File: src/logic/cpd_cfg.svh
// Purpose: constants for the control and port opcode decoder
// Assumes: byte-wide opcodes, 16-bit address space
// Notes: definitions only
`ifndef CPD_CFG_SVH
`define CPD_CFG_SVH
// -----------------------------------------------------------------
// opcodes, first byte
// -----------------------------------------------------------------
`define CPD_OP_IDLE 8'h00
`define CPD_OP_HALT 8'h76
`define CPD_OP_MASK 8'hf3
`define CPD_OP_UNMASK 8'hfb
`define CPD_OP_PREFIX 8'hed
`define CPD_OP_IN_IMM 8'hdb
`define CPD_OP_OUT_IMM 8'hd3
// -----------------------------------------------------------------
// opcodes after the prefix, and field masks
// -----------------------------------------------------------------
`define CPD_OP_MODE0 8'h46
`define CPD_OP_MODE1 8'h56
`define CPD_OP_MODE2 8'h5e
`define CPD_IND_MASK 8'hc6
`define CPD_IND_MATCH 8'h40
`define CPD_BLK_MASK 8'he6
`define CPD_BLK_MATCH 8'ha2
`define CPD_RST_MASK 8'hc7
`define CPD_RST_MATCH 8'hc7
`define CPD_RST_TGT_MASK 8'h38
// -----------------------------------------------------------------
// register indices, reset values, fixed addresses
// -----------------------------------------------------------------
`define CPD_IDX_B 3'h0
`define CPD_IDX_C 3'h1
`define CPD_IDX_H 3'h4
`define CPD_IDX_L 3'h5
`define CPD_IDX_NONE 3'h6
`define CPD_IDX_A 3'h7
`define CPD_REG_RST 8'h00
`define CPD_PC_RST 16'h0000
`define CPD_SP_RST 16'h0000
`define CPD_MODE1_TGT 16'h0038
`define CPD_ONE16 16'h0001
`define CPD_TWO16 16'h0002
`define CPD_ONE8 8'h01
`define CPD_ZERO8 8'h00
`endif

File: src/logic/cpd_pkg.sv
// Purpose: types for the control and port opcode decoder
// Assumes: cpd_cfg.svh holds the numeric constants
// Notes: state codes are gray along fetch, prefix, port, memory
package cpd_pkg;
  // interrupt response modes
  typedef enum logic [1:0] {
    CPD_MODE_ZERO = 2'h0,
    CPD_MODE_ONE = 2'h1,
    CPD_MODE_TWO = 2'h2
  } cpd_mode_e;
  // sequencer states
  typedef enum logic [3:0] {
    ST_FETCH = 4'h0,
    ST_PREFIX = 4'h1,
    ST_IMM = 4'h3,
    ST_IO = 4'h2,
    ST_MEMW = 4'h6,
    ST_MEMR = 4'h7,
    ST_HALT = 4'h5,
    ST_IACK = 4'h4,
    ST_VLO = 4'hc,
    ST_VHI = 4'hd,
    ST_PUSHH = 4'hf,
    ST_PUSHL = 4'he
  } cpd_state_e;
  typedef logic [7:0] cpd_byte_t;
endpackage : cpd_pkg

File: src/logic/cpd_core.sv
// Purpose: executes control-group and port i/o opcodes of one processor
// Assumes: memory/io bus answers each request with a one-cycle ack
// Notes: opcodes outside the two groups (except restart) act as no-ops
`timescale 1ns/1ps
`include "cpd_cfg.svh"
module cpd_core
  import cpd_pkg::*;
(
  // clock and reset
  input wire logic clk,
  input wire logic rst_b,
  // memory and io bus
  output logic bus_req_r,
  output logic bus_wr_r,
  output logic bus_io_r,
  output logic [15:0] bus_addr_r,
  output logic [7:0] bus_wdata_r,
  input wire logic bus_ack,
  input wire logic [7:0] bus_rdata,
  // interrupt
  input wire logic irq_req,
  output logic irq_ack_r,
  // register preload and status
  input wire logic reg_ld,
  input wire logic [2:0] reg_sel,
  input wire logic [7:0] reg_din,
  output logic [15:0] pc_r,
  output logic halted_r,
  output logic irq_en_r,
  output logic [1:0] irq_mode_r
);
  // -----------------------------------------------------------------
  // state and datapath registers
  // -----------------------------------------------------------------
  cpd_state_e st_r, st_nxt;
  cpd_byte_t regs_r [0:7];
  cpd_byte_t reg_nxt [0:7];
  cpd_byte_t op_r, port_r, data_r, vec_r;
  logic [15:0] sp_r, tgt_r;

  // -----------------------------------------------------------------
  // decode
  // -----------------------------------------------------------------
  // bus cycle ends on ack of a raised request
  wire cyc_done = bus_req_r & bus_ack;
  wire is_bus_st = (st_r != ST_HALT);
  wire irq_take = irq_req & irq_en_r & ~bus_req_r & ((st_r == ST_FETCH) | (st_r == ST_HALT));
  wire cyc_start = is_bus_st & ~bus_req_r & ~irq_take;
  // mode zero feeds the device byte through the same decoder
  wire dec_dev = (st_r == ST_IACK) & (irq_mode_r == CPD_MODE_ZERO);
  wire dec_go = cyc_done & ((st_r == ST_FETCH) | dec_dev);
  wire is_rst = (bus_rdata & `CPD_RST_MASK) == `CPD_RST_MATCH;
  wire io_imm = (op_r == `CPD_OP_IN_IMM) | (op_r == `CPD_OP_OUT_IMM);
  wire io_blk = (op_r & `CPD_BLK_MASK) == `CPD_BLK_MATCH;
  wire io_wr = io_imm ? (op_r == `CPD_OP_OUT_IMM) : op_r[0];
  wire blk_dn = op_r[3];
  wire blk_rep = op_r[4];
  wire [2:0] r_fld = op_r[5:3];
  wire is_ind = ((bus_rdata & `CPD_IND_MASK) == `CPD_IND_MATCH);
  wire is_blk = ((bus_rdata & `CPD_BLK_MASK) == `CPD_BLK_MATCH);
  wire prefix_done = (st_r == ST_PREFIX) & cyc_done;
  // block step ends after io write or memory write
  wire blk_done = cyc_done & (((st_r == ST_IO) & io_blk & io_wr) | (st_r == ST_MEMW));
  wire [7:0] b_dec = regs_r[`CPD_IDX_B] - `CPD_ONE8;
  wire [15:0] hl = {regs_r[`CPD_IDX_H], regs_r[`CPD_IDX_L]};
  wire [15:0] hl_nxt = blk_dn ? hl - `CPD_ONE16 : hl + `CPD_ONE16;
  // indirect reads to field 6 only touch the bus, no register
  wire wr_hit = (st_r == ST_IO) & cyc_done & ~io_wr & ~io_blk & (io_imm | (r_fld != `CPD_IDX_NONE));
  wire [2:0] wr_idx = io_imm ? `CPD_IDX_A : r_fld;
  wire [7:0] out_val = io_blk ? data_r : io_imm ? regs_r[`CPD_IDX_A] :
                       (r_fld == `CPD_IDX_NONE) ? `CPD_ZERO8 : regs_r[r_fld];
  wire [15:0] io_addr = io_imm ? {regs_r[`CPD_IDX_A], port_r} :
                        {regs_r[`CPD_IDX_B], regs_r[`CPD_IDX_C]};
  wire [15:0] vec_ptr = {regs_r[`CPD_IDX_NONE], vec_r};
  wire [15:0] sp_dec = sp_r - `CPD_ONE16;

  // address, direction and data for the cycle a state starts
  logic [15:0] cyc_addr;
  logic [7:0] cyc_wdata;
  logic cyc_wr, cyc_io;
  always_comb begin
    cyc_addr = pc_r;
    cyc_wdata = `CPD_ZERO8;
    cyc_wr = 1'b0;
    cyc_io = 1'b0;
    case (st_r)
      ST_IO: begin
        cyc_addr = io_addr;
        cyc_wr = io_wr;
        cyc_io = 1'b1;
        cyc_wdata = out_val;
      end
      ST_MEMW: begin
        cyc_addr = hl;
        cyc_wr = 1'b1;
        cyc_wdata = data_r;
      end
      ST_MEMR: cyc_addr = hl;
      ST_VLO: cyc_addr = vec_ptr;
      ST_VHI: cyc_addr = vec_ptr + `CPD_ONE16;
      ST_PUSHH: begin
        cyc_addr = sp_dec;
        cyc_wr = 1'b1;
        cyc_wdata = pc_r[15:8];
      end
      ST_PUSHL: begin
        cyc_addr = sp_dec;
        cyc_wr = 1'b1;
        cyc_wdata = pc_r[7:0];
      end
      default: cyc_addr = pc_r;
    endcase
  end

  // next state; the opcode byte is decoded where it arrives
  always_comb begin
    st_nxt = st_r;
    if (irq_take) begin
      st_nxt = ST_IACK;
    end else if (dec_go) begin
      if (bus_rdata == `CPD_OP_HALT) st_nxt = ST_HALT;
      else if (bus_rdata == `CPD_OP_PREFIX) st_nxt = ST_PREFIX;
      else if ((bus_rdata == `CPD_OP_IN_IMM) | (bus_rdata == `CPD_OP_OUT_IMM)) st_nxt = ST_IMM;
      else if (is_rst) st_nxt = ST_PUSHH;
      else st_nxt = ST_FETCH;
    end else if (cyc_done) begin
      case (st_r)
        ST_PREFIX: st_nxt = is_blk ? (bus_rdata[0] ? ST_MEMR : ST_IO) :
                            is_ind ? ST_IO : ST_FETCH;
        ST_IMM: st_nxt = ST_IO;
        ST_IO: st_nxt = (io_blk & ~io_wr) ? ST_MEMW : ST_FETCH;
        ST_MEMR: st_nxt = ST_IO;
        ST_MEMW: st_nxt = ST_FETCH;
        ST_IACK: st_nxt = (irq_mode_r == CPD_MODE_TWO) ? ST_VLO : ST_PUSHH;
        ST_VLO: st_nxt = ST_VHI;
        ST_VHI: st_nxt = ST_PUSHH;
        ST_PUSHH: st_nxt = ST_PUSHL;
        ST_PUSHL: st_nxt = ST_FETCH;
        default: st_nxt = ST_FETCH;
      endcase
    end
  end

  // -----------------------------------------------------------------
  // register file, one entry per register; entry 6 is the vector page
  // -----------------------------------------------------------------
  genvar gi;
  generate
    for (gi = 0; gi < 8; gi++) begin : g_reg
      localparam logic [2:0] IDX = 3'(gi);
      assign reg_nxt[gi] = (reg_ld & (reg_sel == IDX)) ? reg_din :
                           (wr_hit & (wr_idx == IDX)) ? bus_rdata :
                           (blk_done & (IDX == `CPD_IDX_B)) ? b_dec :
                           (blk_done & (IDX == `CPD_IDX_H)) ? hl_nxt[15:8] :
                           (blk_done & (IDX == `CPD_IDX_L)) ? hl_nxt[7:0] : regs_r[gi];
      always_ff @(posedge clk or negedge rst_b) begin
        if (!rst_b) regs_r[gi] <= `CPD_REG_RST;
        else regs_r[gi] <= reg_nxt[gi];
      end
    end
  endgenerate

  // -----------------------------------------------------------------
  // sequencer, bus and program counter
  // -----------------------------------------------------------------
  // request holds its address until ack, so devices may stall freely
  always_ff @(posedge clk or negedge rst_b) begin
    if (!rst_b) begin
      st_r <= ST_FETCH;
      bus_req_r <= 1'b0;
      bus_wr_r <= 1'b0;
      bus_io_r <= 1'b0;
      bus_addr_r <= `CPD_PC_RST;
      bus_wdata_r <= `CPD_ZERO8;
      irq_ack_r <= 1'b0;
    end else begin
      st_r <= st_nxt;
      if (cyc_done) begin
        bus_req_r <= 1'b0;
        irq_ack_r <= 1'b0;
      end else if (cyc_start) begin
        bus_req_r <= 1'b1;
        bus_wr_r <= cyc_wr;
        bus_io_r <= cyc_io;
        bus_addr_r <= cyc_addr;
        bus_wdata_r <= cyc_wdata;
        irq_ack_r <= (st_r == ST_IACK);
      end
    end
  end

  // program counter, stack, latches
  always_ff @(posedge clk or negedge rst_b) begin
    if (!rst_b) begin
      pc_r <= `CPD_PC_RST;
      sp_r <= `CPD_SP_RST;
      tgt_r <= `CPD_PC_RST;
      op_r <= `CPD_ZERO8;
      port_r <= `CPD_ZERO8;
      data_r <= `CPD_ZERO8;
      vec_r <= `CPD_ZERO8;
    end else begin
      if (cyc_done & ((st_r == ST_FETCH) | (st_r == ST_PREFIX) | (st_r == ST_IMM)))
        pc_r <= pc_r + `CPD_ONE16; // device bytes in mode zero leave pc alone
      else if (blk_done & blk_rep & (b_dec != `CPD_ZERO8))
        pc_r <= pc_r - `CPD_TWO16; // re-run, interrupts can cut in
      else if ((st_r == ST_PUSHL) & cyc_done)
        pc_r <= tgt_r;
      if (cyc_done & ((st_r == ST_PUSHH) | (st_r == ST_PUSHL))) sp_r <= sp_dec;
      if (dec_go & is_rst) tgt_r <= {`CPD_ZERO8, bus_rdata & `CPD_RST_TGT_MASK};
      else if (cyc_done & (st_r == ST_IACK) & (irq_mode_r == CPD_MODE_ONE))
        tgt_r <= `CPD_MODE1_TGT;
      else if (cyc_done & (st_r == ST_VLO)) tgt_r[7:0] <= bus_rdata;
      else if (cyc_done & (st_r == ST_VHI)) tgt_r[15:8] <= bus_rdata;
      if (dec_go) op_r <= bus_rdata;
      else if (prefix_done) op_r <= bus_rdata;
      if (cyc_done & (st_r == ST_IMM)) port_r <= bus_rdata;
      if (cyc_done & (((st_r == ST_IO) & io_blk) | (st_r == ST_MEMR))) data_r <= bus_rdata;
      if (cyc_done & (st_r == ST_IACK)) vec_r <= bus_rdata;
    end
  end

  // interrupt enable, mode, halt status
  always_ff @(posedge clk or negedge rst_b) begin
    if (!rst_b) begin
      irq_en_r <= 1'b0;
      irq_mode_r <= CPD_MODE_ZERO;
      halted_r <= 1'b0;
    end else begin
      if (irq_take) irq_en_r <= 1'b0;
      else if (dec_go & (bus_rdata == `CPD_OP_MASK)) irq_en_r <= 1'b0;
      else if (dec_go & (bus_rdata == `CPD_OP_UNMASK)) irq_en_r <= 1'b1;
      if (prefix_done & (bus_rdata == `CPD_OP_MODE0)) irq_mode_r <= CPD_MODE_ZERO;
      if (prefix_done & (bus_rdata == `CPD_OP_MODE1)) irq_mode_r <= CPD_MODE_ONE;
      if (prefix_done & (bus_rdata == `CPD_OP_MODE2)) irq_mode_r <= CPD_MODE_TWO;
      halted_r <= (st_nxt == ST_HALT);
    end
  end
endmodule : cpd_core

File: config.mk
export PLATFORM = sky130hd
export DESIGN_NAME = cpd_core
export DESIGN_NICKNAME = d
export VERILOG_FILES = /design/src/logic/cpd_pkg.sv /design/src/logic/cpd_core.sv
export VERILOG_INCLUDE_DIRS = /design/src /design/src/logic
export SDC_FILE = /design/constraint.sdc
export NUM_CORES = 1
export LEC_CHECK = 0
export BUFFER_PORTS_ARGS = -buffer_cell sky130_fd_sc_hd__buf_2
export CORE_MARGIN = 10
export CORE_UTILIZATION = 48
export DETAILED_ROUTE_END_ITERATION = 12
export HOLD_SLACK_MARGIN = 0.1
export PLACE_DENSITY = 0.65
export SLEW_MARGIN = 15
export SYNTH_ARGS = -nofsm -noshare
export SYNTH_HDL_FRONTEND = slang
export SYNTH_SLANG_ARGS = --single-unit
File: constraint.sdc
create_clock -name clk -period 3.32 [get_ports clk]
set_clock_uncertainty 0.15 [all_clocks]
set_input_delay 0 -clock clk [delete_from_list [all_inputs] [get_ports clk]]
set_output_delay 0 -clock clk [all_outputs]
set_load 0.05 [all_outputs]
* After elaboration in Yosys (flattened, before gate mapping)
Index checks and enable logic that the tools add are counted.
Word-level totals: register bits after elaboration 180, input bits 24, output and inout bits 48, logic and storage cells 239
Cells by class: $add $sub $neg 7, $lt $le $gt $ge 1, equality and inequality tests 47, multiplexer cells 66, bitwise operators 66, reduce and logical (&&, ||, !) cells 26
Operators with widths (count):
- $mux 8 | 29
- $mux 16 | 7
- $pmux 16 s5 | 1
- $eq 8x8->1 const B | 7
- $and 1x1->1 | 50
- $add 16x1->16 const B | 3
- $eq 8x7->1 const B | 4
- $pmux 8 s4 | 1
- $sub 16x1->16 const B | 2
- $mux 4 | 7
- $pmux 4 s7 | 1
- $eq 3x3->1 const B | 9
- $bmux 8 s3 | 1
- $eq 4x3->1 const B | 6
- $reduce_bool 3->1 | 8
- $eq 4x4->1 const B | 4
- $sub 16x2->16 const B | 1
- $eq 5x5->1 const B | 3
- $reduce_bool 2->1 | 7
- $eq 3x2->1 const B | 4
- $mux 3 | 4
- $mux 2 | 5
- $or 1x1->1 | 10
- $mux 1 | 9
- other kinds (19) | 30

* Depth between registers and ports, before layout
Gate-level depths: netlist of the first run.
depth after elaboration 11, mapped depth 11, mapped depth without buffers 9

* Least setup slack after synthesis of the first run
OpenSTA, ideal clock, no wires.
kind register to register, start point register op_r[3], end point register regs_r (netlist bit hl[11]), setup time 0.138 ns, data arrival time 2.606 ns, data required time 3.032 ns, setup slack 0.426 ns, stages on the path, launching flop included 9, path buffers 0, period minus slack after synthesis 2.894 ns, cells stage by stage dfrtp_1 > ha_1 > a21o_1 > a21oi_1 > a211oi_1 > nor4_1 > mux2_2 > a221oi_1 > o21ai_0
On the way: cells in the longest elaborated chain, start to end 10, elaborated cells between the ends (all ways) 21, those cells by class 4 x eq/ne; 6 x mux; 10 x bitwise; 1 x reduce/logical
Ends and longest elaborated chain:
- from (decl) | RTL line cpd_core.sv:38 | cpd_byte_t op_r, port_r, data_r, vec_r;
- from (signal assigned) | RTL line cpd_core.sv:198 | op_r <= `CPD_ZERO8;
- from (signal assigned) | RTL line cpd_core.sv:215 | if (dec_go) op_r <= bus_rdata;
- from (signal assigned) | RTL line cpd_core.sv:216 | else if (prefix_done) op_r <= bus_rdata;
- $eq 8x8->1 (no source line)
- $or 1x1->1 | RTL line cpd_core.sv:53 | wire io_imm = (op_r == `CPD_OP_IN_IMM) | (op_r == `CPD_OP_OUT_IMM);
- $mux 1 | RTL line cpd_core.sv:55 | wire io_wr = io_imm ? (op_r == `CPD_OP_OUT_IMM) : op_r[0];
- $not 1->1 | RTL line cpd_core.sv:68 | wire wr_hit = (st_r == ST_IO) & cyc_done & ~io_wr & ~io_blk & (io_imm | (r_fld != `CPD_IDX_NONE));
- $and 1x1->1 (3 in a row) | RTL line cpd_core.sv:68
- $and 1x1->1 | RTL line cpd_core.sv:152 | (wr_hit & (wr_idx == IDX)) ? bus_rdata :
- $mux 8 | RTL line cpd_core.sv:152
- $mux 8 | RTL line cpd_core.sv:151 | assign reg_nxt[gi] = (reg_ld & (reg_sel == IDX)) ? reg_din :
- to (signal, indexed assignment) | RTL line cpd_core.sv:157 | if (!rst_b) regs_r[gi] <= `CPD_REG_RST;
- to (signal, indexed assignment) | RTL line cpd_core.sv:158 | else regs_r[gi] <= reg_nxt[gi];
- to (decl) | RTL line cpd_core.sv:36 | cpd_byte_t regs_r [0:7];
Parallel ways exist; a longest one is shown, timed or not. The select of a mux whose other input is x is not followed. A chain may end at the register's enable or synchronous reset.

* Worst setup path after layout of the first run
start point register op_r[2], end point register regs_r (netlist bit hl[0])
Same word-level chain as after synthesis.

==> impl_metrics.csv, run 1 <==
group,metric,value,unit
status,outcome,"finished, final reports clean",
clocking,cts.sinks,180,
routing,viasPerCell,6.29,
synthesis,synth_top_area_share,38.0,%
critical_path,arrival,3.30,ns
place,portBuffers,71,
global_route,grtUsageTotal,26.2,%
clocking,clock-root-buffer,"clkbuf_16",
pwr,p_leak,5.96,nW
global_route,grt_pass1_wl,63.8,mm
clocking,cts-buffers-inserted,17,
place,placed_area,12600,um^2
routing,drc,0,
synthesis,synth_edf_count,0,
timing,setup_violations,0,
pwr,total_power,11.8,mW
critical_path,critPathLaunchType,"register",
synthesis,synth_seq_area_share,38.0,%
global_route,grt_start_max_net_pins,76,
timing,tightestPinTransition,1.03,ns
routing,num_vias,11226,
clocking,cts_tree,"yes",
critical_path,cp-end-kind,"register",
global_route,use_met1,35.5,%
final_layout,drive_gt1_share,15.0,%
routing,drt-total-wl,41.5,mm
global_route,gr-usage-met2,39.6,%
floorplanning,pin_count,72,
routing,dr.pass1.iters,5,
pwr,ir_drop,538,uV
global_route,grt_overflow,0,
global_route,first_global_vias,10682,
synthesis,syn_area_per_cell,8.65,um^2
final_layout,area_delta_synth_final,15.3,%
synthesis,ys_async_sr_fraction,100,%
timing,period_minus_slack,3.13,ns
floorplanning,die_w,177,um
final_layout,post-route-util,56.2,%
global_route,top_usage_layer,"met2",
floorplanning,fp.coreArea,24300,um^2
place,place_ws,0.359,ns
job,cap_violations,0,
clocking,worstSkewPairLatency,0.44,ns
place,hpwlAfterDp,30.0,mm
synthesis,syn_inst,1369,
pwr,power_density,866,nW/um^2
floorplanning,floorplan.initialDensity,48.7,%
clocking,cts_setup_buffers,0,
timing,slew_headroom,30.9,%
floorplanning,rows,57,
synthesis,synth_area_leaders,"dfrtp_1 (38%), mux2i_1 (5.2%), a21oi_1 (5.1%)",
timing,fin_ws,0.187,ns
final_layout,final_area,13700,um^2
routing,drtIter0Drc,1396,
synthesis,synth_area,11800,um^2
synthesis,synth_seq_cells,180,
timing,period_share,94.4,%
global_route,antenna_found_initial,1,
synthesis,yosysUniqueCellTypes,81,
timing,rsz0062_at_grt,"false",
clocking,htreeDepth,4,
timing,drv_slew,0,
min_path,min_path_type,"input port to register",
synthesis,synth_flop_cell,"dfrtp_1",
clocking,cts_max_path_buffers,2,
critical_path,worstPathMaxFanout,18,
synthesis,synth_warnings,0,
timing,fin_setup_tns,0,ns
critical_path,setup.worst_path.class,"register to register",
place,placed_cells,1713,
routing,wl_per_cell,23.3,um
critical_path,required,3.49,ns
timing,max_freq,319,MHz
floorplanning,die-area,31400,um^2
timing,holdWs,0.214,ns
floorplanning,die_y,177,um
synthesis,synth_top_cell_by_area,"dfrtp_1",
place,gp_congestion,0.990,
timing,hold_viol,0,
global_route,use_met3,7.08,%
clocking,clk_pin_slew_worst_paths,0.07,ns
final_layout,final_cells,1785,
final_layout,nets,1493,
synthesis,syn_nets,1415,
routing,ant_nets,0,
## per-layer routing
| layer | share of wire (%) | vias up |
|---|---|---|
| met5 | 0 | - |
| met2 | 44 | 569 |
| met4 | 3.1 | 0 |
| met3 | 10 | 87 |
| met1 | 42 | 5417 |
| li1 | - | 5153 |
## worst max-delay path: stages, from the launching register on
cell and delay [ns]:
dfrtp_1 0.38, nand3b_1 0.30, o41a_1 0.55, a41oi_4 0.34
buf_4 0.31, xnor2_1 0.15, nand2_1 0.06, o21ai_0 0.09
a21oi_1 0.09, dlygate4sd3_1 0.56
## power by group
| part | internal [mW] | leakage (nW) | switching [mW] |
|---|---|---|---|
| clock network | 1.24 | 0.311 | 0.947 |
| registers | 2.85 | 2.26 | 0.916 |
| logic | 2.17 | 3.39 | 3.70 |
| total | 6.26 | 5.96 | 5.57 |
## path summary, 6_finish.rpt
| kind | from | end | slack (ns) | cells past startpoint |
|---|---|---|---|---|
| max | op_r[2]$_DFFE_PN0P_ | hl[0]$_DFFE_PN0P_ | 0.19 | 9 |
| min | bus_ack | bus_req_r$_DFFE_PN0P_ | 0.21 | 3 |
| max reg2reg | op_r[2]$_DFFE_PN0P_ | hl[0]$_DFFE_PN0P_ | 0.19 | 9 |
| min reg2reg | bus_addr_r[1]$_DFFE_PN0P_ | bus_addr_r[1]$_DFFE_PN0P_ | 0.33 | 2 |
| max in group asynchronous | rst_b | pc_r[14]$_DFFE_PN0P_ | 2.03 | 4 |
| min in group asynchronous | rst_b | sp_r[4]$_DFFE_PN0P_ | 0.58 | 4 |
## sequential cells by signal (all words and copies together) (netlist names), 2 cells and up
signal       cells
regs_r          48
data_r           8
hl              16
vec_r            8
port_r           8
bus_wdata_r      8
bus_addr_r      16
sp_r            16
st_r             4
irq_mode_r       2
tgt_r           16
op_r             8
pc_r            16
## timing repair
item                                    in CTS  in global routing
endpoints found under the hold margin      294                  0
endpoints found under the setup margin       0                  5
resized for setup                            0                  6
hold buffers                                39                  0
## Yosys cell counts, types with 9 or more instances
master    instances
a211oi_1         22
a21o_1           12
a21oi_1         120
a221oi_1         16
a22oi_1          11
and2_1           10
and3_1           13
buf_1            11
clkbuf_1         74
dfrtp_1         180
ha_1             21
inv_1            27
mux2_2           41
mux2i_1          62
nand2_1         146
nand2b_1         12
nand3_1          36
nand4_1          15
nor2_1          150
nor2b_1          11
nor3_1           38
nor4_1            9
o211ai_1         21
o21ai_0          75
o22ai_1          11
o31ai_1           9
or3_1            12
or4_1            10
xnor2_1          40
xor2_1           29
## layout by cell type (no fill, tap or decap), drive strengths merged, types with 15 or more instances in the layout
cell type / instances
xnor2: 40
mux2: 41
a221oi: 16
nor2: 150
dfrtp: 180
buf: 120
nand2: 146
o21ai: 78
o211ai: 21
a211oi: 22
nand3: 36
nor3: 40
a21oi: 121
inv: 31
nand4: 15
xor2: 29
dlygate4sd3: 38
clkbuf: 20
ha: 21
mux2i: 62
## cell type report
| cell class | count | area [um^2] |
|---|---|---|
| Tap cell | 324 | 405 |
| Sequential cell | 180 | 4510 |
| Clock inverter | 13 | 174 |
| Clock buffer | 19 | 453 |
| Fill cell | 2202 | 10700 |
| Antenna cell | 1 | 2.50 |
| Inverter | 28 | 105 |
| Timing Repair Buffer | 159 | 1160 |
| Multi-Input combinational cell | 1061 | 6850 |
## cell families after synthesis
kind of cell	share of synthesized area, %
and+or+nand+nor	19.9
AOI/OAI and AO/OA	20.3
DFF	38.0
buffers and inverters	4.38
muxes	9.90
xor gates and xnor gates	5.10
adders and majority gates	2.39
Power figures use the tool's default switching activity.
==> run 2: changes to the inputs <==
--- a/config.mk
+++ b/config.mk
@@ -6,6 +6,7 @@
 export SDC_FILE = /design/constraint.sdc
 export NUM_CORES = 1
 export LEC_CHECK = 0
+export ABC_AREA = 1
 export BUFFER_PORTS_ARGS = -buffer_cell sky130_fd_sc_hd__buf_2
 export CORE_MARGIN = 10
 export CORE_UTILIZATION = 48
==> run 2 against run 1 <==
Non-clock buffer count is 24 lower. Largest cell class unchanged. Via count is 18% higher. Design area up 3.7%. Sequential power down 4%.
==> impl_metrics.csv, run 2 <==
group,metric,value,unit
final_layout,largest_reg_flops,48,
synthesis,syn_inst,1851,
critical_path,cp_cell_sequence,"buf_4, inv_1, buf_4, nand2_1, nand2_1, nor2_4, nand2_2, nand2_4, nor2_1, a31oi_1, dlygate4sd3_1",
synthesis,yosys.area_share.adder,2.26,%
synthesis,synth_seq_area_share,36.0,%
synthesis,syn_area_per_cell,6.76,um^2
min_path,min_to,"hl[3]$_DFFE_PN0P_",
synthesis,synth_warnings,0,
synthesis,syn_nets,1897,
synthesis,ys_async_sr_fraction,100,%
place,hpwlAfterDp,34.3,mm
final_layout,register_area,4510,um^2
floorplanning,die_w,181,um
floorplanning,die-area,32900,um^2
synthesis,synth-xor-area-share,2.45,%
global_route,antenna_found_initial,0,
critical_path,r2r_cells,11,
synthesis,synth-compound-area-share,16.8,%
routing,wl_per_cell,20.4,um
min_path,worstHoldPathCells,6,
clocking,clk_pin_slew_worst_paths,0.08,ns
timing,hold_viol,0,
timing,max_freq,324,MHz
floorplanning,fp.coreArea,25800,um^2
critical_path,max_stage_delay,0.57,ns
critical_path,setup.worst_path.class,"register to register",
synthesis,synth_flop_cell,"dfrtp_1",
clocking,clock-root-buffer,"clkbuf_16",
timing,setup_violations,0,
global_route,grt_overflow,0,
critical_path,cp-end-kind,"register",
clocking,cts_max_path_buffers,2,
final_layout,antennaDiodeCount,0,
min_path,min_path_type,"input port to register",
place,portBuffers,71,
routing,num_vias,13267,
critical_path,critPathLaunchType,"register",
global_route,grt_start_max_net_pins,77,
critical_path,r2r-end,"regs_r[7]$_DFFE_PN0P_",
timing,period_share,92.9,%
critical_path,crit_slowest_cell,"dlygate4sd3_1",
clocking,htreeDepth,4,
critical_path,crit_family,"buffers and inverters",
timing,period_minus_slack,3.08,ns
job,cap_violations,0,
clocking,cts_setup_buffers,0,
routing,drtIter0Drc,1603,
final_layout,multi_input_area,6940,um^2
clocking,cts_tree,"yes",
final_layout,mostFrequentLayoutCell,"nand2_1",
timing,drv_slew,0,
critical_path,rr_startpoint,"op_r[3]$_DFFE_PN0P_",
final_layout,post-route-util,54.8,%
floorplanning,floorplan.initialDensity,48.4,%
critical_path,crit_buf_inv,4,
floorplanning,rows,59,
synthesis,synth_edf_count,0,
place,gp_congestion,0.991,
final_layout,nets,1979,
synthesis,yosysUniqueCellTypes,52,
critical_path,worstPathMaxFanout,26,
floorplanning,pin_count,72,
min_path,hp-start,"reg_ld",
timing,tightestPinTransition,0.629,ns
timing,rsz0062_at_grt,"false",
global_route,first_global_vias,12450,
synthesis,synth_seq_cells,180,
routing,ant_nets,0,
global_route,grtUsageTotal,27.7,%
final_layout,drive_gt1_share,10.1,%
synthesis,post-synth-top-count-cell,"nand2_1",
global_route,grt_pass1_wl,72.5,mm
final_layout,regMostFlops,"regs_r",
synthesis,synth-simple-area-share,33.8,%
routing,drt-total-wl,46.5,mm
synthesis,synthMuxAreaShare,0,%
critical_path,ff2ff_setup_slack,0.24,ns
timing,slew_headroom,58.0,%
routing,viasPerCell,5.82,
final_layout,n_fill_cell,2595,
clocking,cts.sinks,180,
final_layout,area_delta_synth_final,13.3,%
synthesis,synth_top_cell_by_area,"dfrtp_1",
routing,drc,0,
pwr,ir_drop,574,uV
critical_path,required,3.55,ns
final_layout,mostFrequentLayoutCells,"nand2_1 (538), o21ai_0 (200), nand3_1 (189)",
critical_path,arrival,3.32,ns
clocking,worstSkewPairLatency,0.45,ns
routing,dr.pass1.iters,6,
synthesis,synth_top_family_by_area,"simple AND/OR/NAND/NOR gates",
pwr,p_leak,7.11,nW
synthesis,synthTopCellsByCount,"nand2_1 (538), o21ai_0 (200), nand3_1 (190), dfrtp_1 (180), inv_1 (179)",
synthesis,synth_area,12500,um^2
clocking,cts-buffers-inserted,17,
floorplanning,die_y,181,um
status,outcome,"finished, final reports clean",
synthesis,synth_top_area_share,36.0,%
synthesis,synth_area_leaders,"dfrtp_1 (36%), nand2_1 (16%), o21ai_0 (8.0%)",
pwr,power_density,872,nW/um^2
timing,fin_setup_tns,0,ns
run 2: cell types whose count changed after synthesis, sizes merged, moves of 13 or more:
cell / change
nand2: +409
inv: +163
nand3: +161
o21ai: +143
mux2i: -62
mux2: -41
xnor2: -37
clkbuf: -30
a21oi: -29
a211oi: -21
nor3: -14
and3: -13
nand2b: -13
run 2: worst reg2reg max path: stages (launching register included):
cell and delay (ns):
dfrtp_1 0.45, buf_4 0.34, inv_1 0.18, buf_4 0.24, nand2_1 0.17, nand2_1 0.18
nor2_4 0.20, nand2_2 0.09, nand2_4 0.19, nor2_1 0.09, a31oi_1 0.16, dlygate4sd3_1 0.57
run 2: how the worst max path moves through the flow:
stage | startpoint | to | slack [ns] | cells past startpoint
global route | regs_r[56]$_DFFE_PN0P_ | pc_r[14]$_DFFE_PN0P_ | 0.08 | 15
global placement | op_r[4]$_DFFE_PN0P_ | bus_addr_r[8]$_DFFE_PN0P_ | 0.48 | 7
CTS | op_r[4]$_DFFE_PN0P_ | regs_r[7]$_DFFE_PN0P_ | 0.11 | 11
finish | op_r[3]$_DFFE_PN0P_ | regs_r[7]$_DFFE_PN0P_ | 0.24 | 11
floorplan | op_r[3]$_DFFE_PN0P_ | hl[14]$_DFFE_PN0P_ | 0.71 | 15
detailed placement | regs_r[56]$_DFFE_PN0P_ | pc_r[14]$_DFFE_PN0P_ | 0.43 | 15
run 2: kinds of logic (layout without fill, tap and decap cells):
logic type	Yosys count	in the layout
adders and majority gates	22	22
xor gates and xnor gates	35	35
buffers and inverters	266	361
AOI/OAI and AO/OA	376	376
DFF	180	180
and+or+nand+nor	972	972
run 2: metrics by stage:
stage | total power [mW] | setup WS [ns] | instances | hold WS [ns] | cell area (um^2)
3_3_place_gp | 9.98 | 0.481 | 2205 | -0.0672 | 13100
5_1_grt | 13.2 | 0.0787 | 2281 | 0.196 | 14200
2_1_floorplan | 8.12 | 0.711 | 1851 | -0.446 | 12500
6_report | 12.3 | 0.237 | 2281 | 0.148 | 14200
3_5_place_dp | 10.0 | 0.435 | 2205 | -0.0668 | 13100
4_1_cts | 12.2 | 0.105 | 2281 | 0.127 | 14200
run 2: power by group:
part | internal, mW | switching (mW)
clock network | 1.11 | 0.983
logic | 2.04 | 4.62
registers | 2.85 | 0.752
total | 6.00 | 6.35
run 2: final cells by class:
class                           instances  share of cell area, %
Inverter                              194                   5.14
Timing Repair Buffer                  135                   6.95
Tap cell                              335                   2.96
Clock buffer                           21                   3.32
Clock inverter                         11                  0.821
Multi-Input combinational cell       1405                   49.0
Sequential cell                       180                   31.8
run 2: timing repair:
action | 4_1_cts | 5_1_grt
endpoints found under the setup margin | 0 | 9
gates resized for setup | 0 | 3
hold buffers | 44 | 0
hold endpoints to repair | 270 | 0
run 2: per-layer routing:
metal / global-route usage, % / routed length (um) / up-vias
met5: 0 / 0 / -
met4: 8.95 / 1390 / 0
met3: 4.83 / 3770 / 86
met2: 44.5 / 21300 / 640
met1: 37.1 / 20100 / 6278
li1: - / - / 6263
==> run 3: changes to the inputs <==
--- a/config.mk
+++ b/config.mk
@@ -8,11 +8,12 @@
 export LEC_CHECK = 0
 export ABC_AREA = 1
 export BUFFER_PORTS_ARGS = -buffer_cell sky130_fd_sc_hd__buf_2
+export CORE_ASPECT_RATIO = 0.75
 export CORE_MARGIN = 10
-export CORE_UTILIZATION = 48
+export CORE_UTILIZATION = 62
 export DETAILED_ROUTE_END_ITERATION = 12
 export HOLD_SLACK_MARGIN = 0.1
-export PLACE_DENSITY = 0.65
+export PLACE_DENSITY = 0.81
 export SLEW_MARGIN = 15
 export SYNTH_ARGS = -nofsm -noshare
 export SYNTH_HDL_FRONTEND = slang
==> constraint.sdc (replaced) <==
create_clock -name clk -period 3.32 [get_ports clk]
set_clock_uncertainty 0.15 [all_clocks]
set_input_delay 0.166 -clock clk [delete_from_list [all_inputs] [get_ports clk]]
set_output_delay 0.166 -clock clk [all_outputs]
set_load 0.05 [all_outputs]
==> run 3 against run 2 <==
First-iteration DRC count is 24% higher. Design area is 2.4% lower. Register-to-register slack hardly changed. Utilization is 16 points higher. Combinational power hardly changed. Sequential power is 1% higher. Flip-flop and latch count stayed put.
==> impl_metrics.csv, run 3 (synthesized netlist as in run 2, its figures left out) <==
group,metric,value,unit
status,outcome,"finished, final reports clean",
timing,slew_headroom,49.9,%
final_layout,antennaDiodeCount,0,
final_layout,mostFrequentLayoutCells,"nand2_1 (538), o21ai_0 (200), nand3_1 (190)",
global_route,first_global_vias,12153,
critical_path,startpoint,"op_r[5]$_DFFE_PN0P_",
floorplanning,fp.coreArea,19600,um^2
clocking,cts_max_path_buffers,2,
timing,hold_viol,0,
timing,period_share,93.2,%
critical_path,critPathLaunchType,"register",
critical_path,r2r-end,"regs_r[4]$_DFFE_PN0P_",
pwr,p_clk_share,16.0,%
routing,drc,0,
clocking,cts-buffers-inserted,17,
final_layout,regMostFlops,"regs_r",
clocking,htreeDepth,4,
global_route,grt_overflow,0,
clocking,clk_pin_slew_worst_paths,0.08,ns
clocking,cts_tree,"yes",
routing,num_vias,13460,
place,portBuffers,71,
critical_path,ff2ff_setup_slack,0.22,ns
timing,period_minus_slack,3.10,ns
place,hpwlAfterDp,33.4,mm
floorplanning,pin_count,72,
floorplanning,die-area,26300,um^2
routing,dr.pass1.iters,7,
pwr,power_density,889,nW/um^2
final_layout,area_delta_synth_final,10.5,%
floorplanning,floorplan.initialDensity,63.8,%
final_layout,drive_gt1_share,10.1,%
pwr,p_int,5.88,mW
pwr,p_sw_share,52.1,%
global_route,grt_start_max_net_pins,68,
final_layout,mostFrequentLayoutCell,"nand2_1",
pwr,p_leak,7.04,nW
global_route,grtUsageTotal,34.0,%
timing,rsz0062_at_grt,"false",
pwr,seqPwrFrac,29.7,%
critical_path,arrival,3.34,ns
final_layout,final_cells,2180,
job,cap_violations,0,
pwr,p_switching,6.40,mW
routing,wl_per_cell,20.5,um
floorplanning,die_w,184,um
routing,drt-total-wl,44.7,mm
routing,drtIter0Drc,1992,
global_route,antenna_found_initial,0,
clocking,worstSkewPairLatency,0.45,ns
critical_path,rr_startpoint,"op_r[5]$_DFFE_PN0P_",
floorplanning,die_y,143,um
timing,max_freq,323,MHz
final_layout,nets,1960,
floorplanning,rows,44,
place,placed_cells,2123,
routing,viasPerCell,6.17,
place,gp_congestion,1.09,
clocking,clock-root-buffer,"clkbuf_16",
pwr,ir_drop,598,uV
routing,ant_nets,0,
critical_path,required,3.56,ns
min_path,min_path_type,"input port to async pin",
critical_path,setup.worst_path.class,"register to register",
critical_path,cp-end-kind,"register",
timing,drv_slew,0,
pwr,comb_power_share,54.4,%
timing,fin_ws,0.225,ns
final_layout,largest_reg_flops,48,
clocking,cts.sinks,180,
timing,tightestPinTransition,0.743,ns
global_route,grt_pass1_wl,69.1,mm
place,place_ws,0.589,ns
critical_path,worstPathMaxFanout,29,
timing,fin_setup_tns,0,ns
critical_path,r2r_cells,13,
timing,setup_violations,0,
## run 3: worst max path at each step
stage / slack [ns] / endpoint / cells after the start
2_1_floorplan: 0.71 / hl[14]$_DFFE_PN0P_ / 15
3_3_place_gp: 0.65 / pc_r[14]$_DFFE_PN0P_ / 15
3_5_place_dp: 0.59 / pc_r[14]$_DFFE_PN0P_ / 15
4_1_cts: 0.19 / regs_r[3]$_DFFE_PN0P_ / 13
5_1_grt: 0.06 / regs_r[5]$_DFFE_PN0P_ / 13
6_report: 0.22 / regs_r[4]$_DFFE_PN0P_ / 13
## run 3: cell type report
cell class / instances / area (um^2)
sequential: 180 / 4510
clock buffer: 20 / 457
inverter: 194 / 728
clock inverter: 12 / 97.6
multi-input combinational: 1405 / 6930
timing repair buffer: 116 / 787
tap: 253 / 317
fill: 1675 / 5780
## run 3: routing by layer
layer	share of wire (%)	wire, um	global-route usage, %
met5	0	0	0
met4	2.5	1100	9.59
met3	16	7190	14.7
met2	41	18300	47.7
met1	40	18100	46.6
## run 3: through the flow
step | cell area, um^2 | hold slack (ns) | power [mW] | util, %
2_1_floorplan | 12500 | -0.280 | 8.12 | -
3_3_place_gp | 13000 | 0.0174 | 9.91 | 66.4
3_5_place_dp | 13000 | 0.0211 | 9.99 | 66.4
4_1_cts | 13800 | 0.102 | 12.0 | 70.5
5_1_grt | 13800 | 0.168 | 13.1 | 70.5
6_report | 13800 | 0.105 | 12.3 | 70.5
## run 3: critical path, cell delays in order (launching register included)
cell and delay (ns):
dfrtp_2 0.52, inv_2 0.13, nand2_2 0.18, inv_2 0.13, nand3_1 0.08, buf_4 0.23, nand2_1 0.18, nand2_1 0.18
nor2_4 0.19, nand2_2 0.09, nand2_4 0.17, nor2_1 0.06, a31oi_1 0.16, dlygate4sd3_1 0.58
## run 3: power groups by stage
| stage | clock network [mW] | registers (mW) | logic (mW) |
|---|---|---|---|
| CTS | 1.95 | 3.58 | 6.47 |
| floorplan | 0 | 3.87 | 4.25 |
| global route | 2.04 | 3.70 | 7.35 |
| finish | 1.96 | 3.65 | 6.68 |
| detailed placement | 0 | 3.61 | 6.38 |
| global placement | 0 | 3.61 | 6.31 |
## run 3: repair_timing
item                                    CTS  global route
hold buffers                             25             0
endpoints found under the setup margin    0             7
hold endpoints to repair                216             0
setup buffers                             0             0
gates resized for setup                   0             2
